--- config.mk ---
export PLATFORM = sky130hd
export DESIGN_NAME = fvi_unit
export DESIGN_NICKNAME = d
export VERILOG_FILES = /design/src/fvi_pkg.sv /design/src/fvi_arbiter.sv /design/src/fvi_unit.sv
export SDC_FILE = /design/constraint.sdc
export NUM_CORES = 1
export LEC_CHECK = 0
export ABC_AREA = 1
export BUFFER_PORTS_ARGS = -buffer_cell sky130_fd_sc_hd__buf_2
export CAP_MARGIN = 10
export CELL_PAD_IN_SITES_DETAIL_PLACEMENT = 0
export CELL_PAD_IN_SITES_GLOBAL_PLACEMENT = 1
export CORE_MARGIN = 2
export CORE_UTILIZATION = 42
export DETAILED_ROUTE_END_ITERATION = 10
export PLACE_DENSITY_LB_ADDON = 0.1
export SYNTH_ARGS = -nofsm -noshare
export SYNTH_HDL_FRONTEND = slang
export SYNTH_SLANG_ARGS = --single-unit
--- constraint.sdc ---
create_clock -name mclk -period 14.2 [get_ports mclk]
set_input_delay 1.42 -clock mclk [delete_from_list [all_inputs] [get_ports mclk]]
set_output_delay 1.42 -clock mclk [all_outputs]
set_load 0.02 [all_outputs]
--- src/fvi_pkg.sv ---
package fvi_pkg;
   // Number of sources and width of a source index.
   localparam int NSRC = 13;
   localparam int SRC_W = 4;
   localparam int LVL_W = 3;
   // Avalon register word offsets (byte address = 4 x index).
   localparam logic [3:0] OFS_IE    = 4'h0;
   localparam logic [3:0] OFS_EIE   = 4'h1;
   localparam logic [3:0] OFS_IPL   = 4'h2;
   localparam logic [3:0] OFS_IPH   = 4'h3;
   localparam logic [3:0] OFS_EIPL  = 4'h4;
   localparam logic [3:0] OFS_EIPH  = 4'h5;
   localparam logic [3:0] OFS_FLAG  = 4'h6;
   localparam logic [3:0] OFS_MODE  = 4'h7;
   localparam logic [3:0] OFS_STAT  = 4'h8;
   localparam logic [3:0] OFS_ISTS  = 4'h9;
   localparam logic [3:0] OFS_IMSK  = 4'ha;
   // Bit positions in the IE and mode words.
   localparam int GIE_BIT   = 7;
   localparam int PF_EN_BIT = 5;
   // Flag word bit positions (source flags packed for software access).
   localparam int F_PF  = 0;
   localparam int F_X0  = 1;
   localparam int F_T0  = 2;
   localparam int F_X1  = 3;
   localparam int F_T1  = 4;
   localparam int F_R0  = 5;
   localparam int F_S0  = 6;
   localparam int F_T2  = 7;
   localparam int F_E2  = 8;
   localparam int F_R1  = 9;
   localparam int F_S1  = 10;
   localparam int F_X2  = 11;
   localparam int F_X3  = 12;
   localparam int F_X4  = 13;
   localparam int F_X5  = 14;
   localparam int F_WD  = 15;
   localparam int NFLAG = 16;
   // Reset values.
   localparam logic [7:0] RST_BYTE = 8'h00;
   localparam logic [2:0] IDLE_LVL = 3'h7;
   // Vector addresses by natural order.
   localparam logic [7:0] VEC [NSRC] = '{8'h33, 8'h03, 8'h0b, 8'h13,
      8'h1b, 8'h23, 8'h2b, 8'h3b, 8'h43, 8'h4b, 8'h53, 8'h5b, 8'h63};
   // Sequencer states.
   typedef enum logic [1:0] {
      FVI_IDLE = 2'b00,
      FVI_WAIT = 2'b01
   } fvi_state_t;
endpackage

--- src/fvi_arbiter.sv ---
`timescale 1ns/1ps
module fvi_arbiter
   import fvi_pkg::*;
(
   // Requests and levels.
   input  wire logic [NSRC-1:0]    req,
   input  wire logic [2*NSRC-1:0]  lvl,
   // Winner.
   output logic                    win_valid,
   output logic [SRC_W-1:0]        win_idx,
   output logic [LVL_W-1:0]        win_lvl
);
   // Scan from the last source down so the earliest in order wins ties.
   always_comb begin
      win_valid = 1'b0;
      win_idx   = '0;
      win_lvl   = '0;
      for (int i = NSRC-1; i >= 0; i--) begin
         if (req[i] && (!win_valid ||
             {1'b0, lvl[2*i +: 2]} >= win_lvl)) begin
            win_valid = 1'b1;
            win_idx   = SRC_W'(i);
            win_lvl   = {1'b0, lvl[2*i +: 2]};
         end
      end
   end
endmodule // fvi_arbiter

--- src/fvi_unit.sv ---
`timescale 1ns/1ps
module fvi_unit
   import fvi_pkg::*;
(
   // Clock and reset.
   input  wire logic               mclk,
   input  wire logic               rst_n,
   // Avalon-MM slave.
   input  wire logic [5:0]         avs_address,
   input  wire logic               avs_read,
   input  wire logic               avs_write,
   input  wire logic [31:0]        avs_writedata,
   output logic [31:0]             avs_readdata,
   output logic                    avs_waitrequest,
   // Event pulses from peripherals, one bit per flag position.
   input  wire logic [NFLAG-1:0]   evt_set,
   // External pins 0 and 1, asynchronous.
   input  wire logic [1:0]         ext_pin_n,
   // Core sequencer.
   input  wire logic               core_ack,
   input  wire logic               core_reti,
   output logic                    irq_req,
   output logic [7:0]              irq_vector,
   output logic [LVL_W-1:0]        run_level,
   // Interrupt to system.
   output logic                    irq
);
   logic [7:0]       ie, extended_irq_enable_reg, ipl, iph, eipl, eiph;
   logic [1:0]       ext_mode;
   logic             pf_en;
   logic [NFLAG-1:0] flag, next_flag;
   logic [1:0]       pin_s1, pin_s2, pin_d;
   logic [1:0]       ists, imsk;
   logic [7:0]       next_ie, next_eie, next_ipl, next_iph;
   logic [7:0]       next_eipl, next_eiph;
   logic [1:0]       next_mode, next_ists, next_imsk;
   logic             next_pf_en;
   logic [31:0]      next_rdata;
   logic             next_wait;
   logic [NSRC-1:0]  src_req, src_en;
   logic [2*NSRC-1:0] src_lvl;
   logic [NSRC-1:0]  raw;
   logic             win_valid;
   logic [SRC_W-1:0] win_idx;
   logic [LVL_W-1:0] win_lvl, eff_lvl;
   fvi_state_t       state, next_state;
   logic [LVL_W-1:0] stk [5];
   logic [2:0]       sp, next_sp;
   logic [LVL_W-1:0] next_run;
   logic             next_irq_req, next_irq;
   logic [7:0]       next_vec;
   logic [SRC_W-1:0] taken, next_taken;
   logic             wr, rd, vec_now;
   logic [1:0]       pin_fall;

   // A write lands at the edge where waitrequest is seen low; a read is
   // taken while waitrequest is high so that its data stand a cycle later.
   assign wr = avs_write && !avs_waitrequest;
   assign rd = avs_read && avs_waitrequest;
   assign vec_now = (state == FVI_WAIT) && core_ack;

   // Two-flop synchronisers for the external pins.
   always_ff @(posedge mclk or negedge rst_n) begin
      if (!rst_n) begin
         pin_s1 <= 2'h3;
         pin_s2 <= 2'h3;
         pin_d  <= 2'h3;
      end else begin
         pin_s1 <= ext_pin_n;
         pin_s2 <= pin_s1;
         pin_d  <= pin_s2;
      end
   end
   assign pin_fall = pin_d & ~pin_s2;

   // Per-source raw request, enable and level in natural order.
   always_comb begin
      raw[0]  = flag[F_PF];
      raw[1]  = flag[F_X0];
      raw[2]  = flag[F_T0];
      raw[3]  = flag[F_X1];
      raw[4]  = flag[F_T1];
      raw[5]  = flag[F_R0] | flag[F_S0];
      raw[6]  = flag[F_T2] | flag[F_E2];
      raw[7]  = flag[F_R1] | flag[F_S1];
      raw[8]  = flag[F_X2];
      raw[9]  = flag[F_X3];
      raw[10] = flag[F_X4];
      raw[11] = flag[F_X5];
      raw[12] = flag[F_WD];
      src_en  = {extended_irq_enable_reg[4:0], ie[6:0], 1'b0};
      src_lvl = '0;
      for (int i = 1; i < NSRC; i++) begin
         if (i < 8) begin
            src_lvl[2*i +: 2] = {iph[i-1], ipl[i-1]};
         end else begin
            src_lvl[2*i +: 2] = {eiph[i-8], eipl[i-8]};
         end
      end
      src_req = raw & src_en & {NSRC{ie[GIE_BIT]}};
      src_req[0] = raw[0] & pf_en;
   end

   fvi_arbiter u_arb (
      .req       (src_req),
      .lvl       (src_lvl),
      .win_valid (win_valid),
      .win_idx   (win_idx),
      .win_lvl   (win_lvl)
   );
   // Power-fail always sits alone at level 4.
   assign eff_lvl = src_req[0] ? 3'h4 : win_lvl;

   // Flags: events set, software clears, vectoring auto-clears some.
   always_comb begin
      next_flag = flag;
      if (wr && avs_address[5:2] == OFS_FLAG) begin
         next_flag = flag & ~avs_writedata[NFLAG-1:0];
      end
      if (vec_now) begin
         unique case (taken)
            4'h2: next_flag[F_T0] = 1'b0;
            4'h4: next_flag[F_T1] = 1'b0;
            4'h1: next_flag[F_X0] = 1'b0;
            4'h3: next_flag[F_X1] = 1'b0;
            default: next_flag = next_flag;
         endcase
      end
      next_flag = next_flag | evt_set;
      next_flag[F_X0] = next_flag[F_X0] | pin_fall[0];
      next_flag[F_X1] = next_flag[F_X1] | pin_fall[1];
      if (!ext_mode[0]) next_flag[F_X0] = ~pin_s2[0];
      if (!ext_mode[1]) next_flag[F_X1] = ~pin_s2[1];
   end

   // Bus register writes, read mux and one wait state.
   always_comb begin
      next_ie = ie;
      next_eie = extended_irq_enable_reg;
      next_ipl = ipl;
      next_iph = iph;
      next_eipl = eipl;
      next_eiph = eiph;
      next_mode = ext_mode;
      next_pf_en = pf_en;
      next_imsk = imsk;
      next_ists = ists & ~((wr && avs_address[5:2] == OFS_ISTS) ?
                  avs_writedata[1:0] : 2'h0);
      next_ists = next_ists | {vec_now, |(evt_set | {14'h0, pin_fall})};
      next_rdata = 32'h0;
      next_wait = !(avs_read || avs_write) || !avs_waitrequest;
      if (wr) begin
         unique case (avs_address[5:2])
            OFS_IE:   next_ie = avs_writedata[7:0];
            OFS_EIE:  next_eie = avs_writedata[7:0] & 8'h1f;
            OFS_IPL:  next_ipl = avs_writedata[7:0] & 8'h7f;
            OFS_IPH:  next_iph = avs_writedata[7:0] & 8'h7f;
            OFS_EIPL: next_eipl = avs_writedata[7:0] & 8'h1f;
            OFS_EIPH: next_eiph = avs_writedata[7:0] & 8'h1f;
            OFS_MODE: begin
               next_mode = avs_writedata[1:0];
               next_pf_en = avs_writedata[PF_EN_BIT];
            end
            OFS_IMSK: next_imsk = avs_writedata[1:0];
            default: next_imsk = next_imsk;
         endcase
      end
      if (rd) begin
         unique case (avs_address[5:2])
            OFS_IE:   next_rdata = {24'h0, ie};
            OFS_EIE:  next_rdata = {24'h0, extended_irq_enable_reg};
            OFS_IPL:  next_rdata = {24'h0, ipl};
            OFS_IPH:  next_rdata = {24'h0, iph};
            OFS_EIPL: next_rdata = {24'h0, eipl};
            OFS_EIPH: next_rdata = {24'h0, eiph};
            OFS_FLAG: next_rdata = {16'h0, flag};
            OFS_MODE: next_rdata = {26'h0, pf_en, 3'h0, ext_mode};
            OFS_STAT: next_rdata = {24'h0, sp, 1'b0, run_level, irq_req};
            OFS_ISTS: next_rdata = {30'h0, ists};
            OFS_IMSK: next_rdata = {30'h0, imsk};
            default:  next_rdata = 32'h0;
         endcase
      end
      next_irq = |(next_ists & next_imsk);
   end

   // Request sequencer with a nesting stack of running levels.
   always_comb begin
      next_state = state;
      next_sp = sp;
      next_run = run_level;
      next_irq_req = 1'b0;
      next_vec = irq_vector;
      next_taken = taken;
      unique case (state)
         FVI_IDLE: begin
            // Only a strictly higher level may preempt.
            if ((src_req != '0) && (sp == 3'h0 ||
                eff_lvl > run_level)) begin
               next_state = FVI_WAIT;
               next_taken = src_req[0] ? 4'h0 : win_idx;
               next_vec = VEC[next_taken];
               next_irq_req = 1'b1;
            end
         end
         FVI_WAIT: begin
            next_irq_req = !core_ack;
            if (core_ack) begin
               next_state = FVI_IDLE;
               next_sp = sp + 3'h1;
               next_run = (taken == 4'h0) ? 3'h4 :
                          {1'b0, src_lvl[2*taken +: 2]};
            end
         end
         default: next_state = FVI_IDLE;
      endcase
      if (core_reti && state == FVI_IDLE && sp != 3'h0) begin
         next_sp = sp - 3'h1;
         next_run = (sp > 3'h1) ? stk[sp-3'h2] : IDLE_LVL;
      end
   end

   always_ff @(posedge mclk or negedge rst_n) begin
      if (!rst_n) begin
         flag <= '0;
         ie <= RST_BYTE;
         extended_irq_enable_reg <= RST_BYTE;
         ipl <= RST_BYTE;
         iph <= RST_BYTE;
         eipl <= RST_BYTE;
         eiph <= RST_BYTE;
         ext_mode <= 2'h0;
         pf_en <= 1'b0;
         ists <= 2'h0;
         imsk <= 2'h0;
         irq <= 1'b0;
         avs_readdata <= 32'h0;
         avs_waitrequest <= 1'b1;
         state <= FVI_IDLE;
         sp <= 3'h0;
         run_level <= IDLE_LVL;
         irq_req <= 1'b0;
         irq_vector <= 8'h00;
         taken <= '0;
         for (int i = 0; i < 5; i++) stk[i] <= IDLE_LVL;
      end else begin
         flag <= next_flag;
         ie <= next_ie;
         extended_irq_enable_reg <= next_eie;
         ipl <= next_ipl;
         iph <= next_iph;
         eipl <= next_eipl;
         eiph <= next_eiph;
         ext_mode <= next_mode;
         pf_en <= next_pf_en;
         ists <= next_ists;
         imsk <= next_imsk;
         irq <= next_irq;
         avs_readdata <= next_rdata;
         avs_waitrequest <= next_wait;
         state <= next_state;
         sp <= next_sp;
         run_level <= next_run;
         irq_req <= next_irq_req;
         irq_vector <= next_vec;
         taken <= next_taken;
         if (next_sp > sp) stk[sp] <= next_run;
      end
   end

   // Checks on gating, ordering and vectoring.
   gie_gate_a: assert property (@(posedge mclk) disable iff (!rst_n)
      !ie[GIE_BIT] && state == FVI_IDLE && sp == 3'h0 |=>
      !irq_req || irq_vector == 8'h33)
      else $error("Request taken while globally disabled.");
   pf_vec_a: assert property (@(posedge mclk) disable iff (!rst_n)
      state == FVI_IDLE && src_req[0] && sp == 3'h0 |=>
      irq_vector == 8'h33 && irq_req)
      else $error("Power-fail not vectored to 33h.");
   t0_clr_a: assert property (@(posedge mclk) disable iff (!rst_n)
      vec_now && taken == 4'h2 && !evt_set[F_T0] |=> !flag[F_T0])
      else $error("Timer 0 flag survived vectoring.");
   ser_keep_a: assert property (@(posedge mclk) disable iff (!rst_n)
      flag[F_R0] && !wr |=> flag[F_R0])
      else $error("Serial flag cleared by hardware.");
   preempt_a: assert property (@(posedge mclk) disable iff (!rst_n)
      state == FVI_IDLE && sp != 3'h0 && eff_lvl <= run_level |=>
      state == FVI_IDLE)
      else $error("Equal or lower level preempted.");
   ack_done_a: assert property (@(posedge mclk) disable iff (!rst_n)
      vec_now |=> !irq_req && sp == $past(sp) + 3'h1)
      else $error("Acknowledge not completed.");
   evt_set_a: assert property (@(posedge mclk) disable iff (!rst_n)
      evt_set[F_WD] |=> flag[F_WD])
      else $error("Event lost.");
   bus_ans_a: assert property (@(posedge mclk) disable iff (!rst_n)
      avs_read && avs_waitrequest |=> !avs_waitrequest)
      else $error("Bus answer late.");
   vec_c: cover property (@(posedge mclk) disable iff (!rst_n) vec_now);
   nest_c: cover property (@(posedge mclk) disable iff (!rst_n)
      sp == 3'h2);
   irq_c: cover property (@(posedge mclk) disable iff (!rst_n) irq);
endmodule // fvi_unit

==> impl_metrics.csv <==
group,metric,value,unit
run_status,status,"complete, no violations",
final_layout,final_layout_size_suffix_gt1_frac,0.189,
setup_path,path_max_fanout,10,
synth,yosysMostFrequentCell,"nand2_1",
setup_path,end_kind,"flop",
synth,synth_cell_types,52,
routing,ant_nets,0,
final_layout,fillers,1564,
placed_design,place_congestion,1.02,
synth,yosys-top-cells-count,"nand2_1 (190), inv_1 (144), dfrtp_1 (90)",
floorplanning,ios,108,
setup_path,cp_common_cell,"nand2_1",
clocking,cts_max_level,4,
synth,yosysTopAreaCellShare,0.326,
synth,avgSynthCellArea,7.93,um2
final_layout,syn_to_final_growth,15.4,%
setup_path,worstPathArrival,12830,ps
power_and_ir_drop,leakage,4.01,nW
placed_design,hpwl,15600,um
timing,setup_violations,0,
timing,clock_skew,6.70,ps
floorplanning,coreArea,15900,um2
hold_path,hold_class,"flop to flop",
routing,vias,6093,
final_layout,multiInputGateArea,3300,um2
timing,post-route-period-util,0.883,
routing,routed_wl,20100,um
timing,slew_headroom,0.418,
synth,netlist_top_cells_area,"dfrtp_1 (33%), nand2_1 (10%), dfstp_2 (9.5%), inv_1 (7.8%), ha_1 (6.5%)",
global_route,grt_pass1_wl,32200,um
routing,drt_iter0_drc,438,
global_route,overflow,0,
clocking,cts_resized,0,
synth,synth-seq-cells,115,
synth,ys_seq_area_frac,0.422,
synth,postSynthCellCount,870,
final_layout,top_regs,"avs_readdata (16), flag (16), stk (15)",
clocking,cts_root_buffer,"clkbuf_16",
clocking,cts_buffers,17,
global_route,grt_pass1_vias,6013,
routing,vias_per_cell,5.18,
clocking,insertion_delay,410,ps
routing,firstDrtPassIters,7,
synth,yosysWarnings,0,
global_route,grt_max_degree,70,
synth,synth-edff-count,0,
setup_path,path_depth,91,
setup_path,crit_path_max_incr_delay,620,ps
global_route,gr-usage-all-layers,0.237,
timing,grt_setup_unrepaired,"false",
setup_path,reg2reg_depth,91,
floorplanning,start_util,0.433,
synth,syn_area,6900,um2
clocking,cts_hold_buf,0,
synth,ys.flop_type,"dfrtp_1",
floorplanning,die_area,17500,um2
clocking,cts.clk_slew.worst_paths,50,ps
floorplanning,dieWidth,132,um
final_layout,num-nets-final,1046,
routing,drc,0,
timing,finalMaxSlewViolations,0,
setup_path,cpLargestDelayFamily,"simple AND/OR/NAND/NOR gates",
timing,whs,352,ps
clocking,post-cts-setup-buffer-count,0,
setup_path,cp.required,14500,ps
final_layout,diodes,0,
floorplanning,rows,46,
setup_path,cpMaxStageDelayCell,"dfrtp_1",
synth,synth.largest_area_cell,"dfrtp_1",
synth,synthArstFlopShare,1.00,
timing,max_freq,79.8,MHz
power_and_ir_drop,p_per_area,174,nW/um2
timing,hold_violations,0,
routing,wire_per_inst,17.0,um
setup_path,cp-start-kind,"flop",
timing,period_minus_slack,12530,ps
power_and_ir_drop,ir_drop,0.000101,V
floorplanning,die_h,132,um
setup_path,crit_type,"flop to flop",
global_route,antenna_found_initial,0,
clocking,numClockSinks,115,
hold_path,holdPathStages,0,
timing,tightest_slew,873,ps
setup_path,worst-path-buf-inv,7,
final_layout,regArea,2910,um2
timing,fin_tns_setup,0,ps
clocking,ctsLongestPathBuffers,2,
clocking,cts_tree,"yes",
job,maxCapViolations,0,
placed_design,port_buffers,71,
[layout by cell type, fill, tap and decap left out, drive strengths merged, types with 2 or more instances in the layout]
cell type,count
a221oi,9
nand4,6
o21ai,98
a211oi,2
nor2,60
clkinv,5
xor2,2
a32oi,2
conb,18
o21bai,3
a21oi,27
clkbuf,28
or2,3
dfrtp,90
a22oi,3
o221ai,6
nor3,9
a31oi,4
nor4,3
nand3,48
and2,4
inv,149
buf,72
ha,36
a221o,2
nand2,212
a21o,3
dfstp,25
o22ai,17
o21a,2
o211ai,5
nand3b,3
[cells by family after synthesis]
kind of cell	synth area share
AND/OR/NAND/NOR	0.238
adder cells (fa/ha/maj)	0.0653
AO/OA/AOI/OAI	0.163
XOR/XNOR	0.00254
buffers and inverters	0.110
other	0.000543
flip-flops	0.422
[worst register-to-register path, delay by kind of cell (launching register included)]
family                     cells  cell delay [ps]
adders and majority gates     12             3150
and+or+nand+nor               51             5550
DFF                            1              620
AOI/OAI and AO/OA             21             2540
buffers and inverters          7              590
[cell type report]
cell class | instances | area share
Clock buffer | 28 | 0.0674
Inverter | 150 | 0.0707
Timing Repair Buffer | 72 | 0.0459
Multi-Input combinational cell | 592 | 0.414
Sequential cell | 115 | 0.365
Tap cell | 216 | 0.0339
Clock inverter | 4 | 0.00251
[final timing paths]
kind / startpoint / to / slack, ps
setup / recovery: ie[7] / irq_vector[5] / 1670
hold / removal: pin_s1[0] / pin_s2[0] / 350
setup reg to reg: ie[7] / irq_vector[5] / 1670
hold reg to reg: pin_s1[0] / pin_s2[0] / 350
max in group asynchronous: rst_n / irq_vector[1] / 11880
min in group asynchronous: rst_n / flag[12] / 1020
[metal layers]
| metal | global-route usage | wire [um] | vias up |
|---|---|---|---|
| li1 | - | - | 2975 |
| met2 | 0.372 | 9160 | 194 |
| met3 | 0.0461 | 1100 | 30 |
| met1 | 0.329 | 9450 | 2894 |
| met5 | 0 | 0 | - |
| met4 | 0.0800 | 355 | 0 |
[through the flow]
step	cell area [um2]	total power, W	cells	util	setup slack [ps]
6_report	7960	0.00138	1177	0.499	1670
5_1_grt	7960	0.00148	1177	0.499	463
4_1_cts	7960	0.00139	1177	0.499	1660
3_5_place_dp	7400	0.000987	1145	0.464	1730
3_3_place_gp	7400	0.000972	1145	0.464	2080
2_1_floorplan	6960	0.000833	887	-	3400
[where the power goes]
group | leakage, nW | internal [W] | switching [W] | total [W]
Sequential | 1.36 | 0.000415 | 0.0000708 | 0.000486
Clock | 0.280 | 0.000254 | 0.000141 | 0.000395
Combinational | 2.36 | 0.000166 | 0.000335 | 0.000501
Total | 4.01 | 0.000835 | 0.000547 | 0.00138
Note: power is estimated with default switching activity, not from simulation.
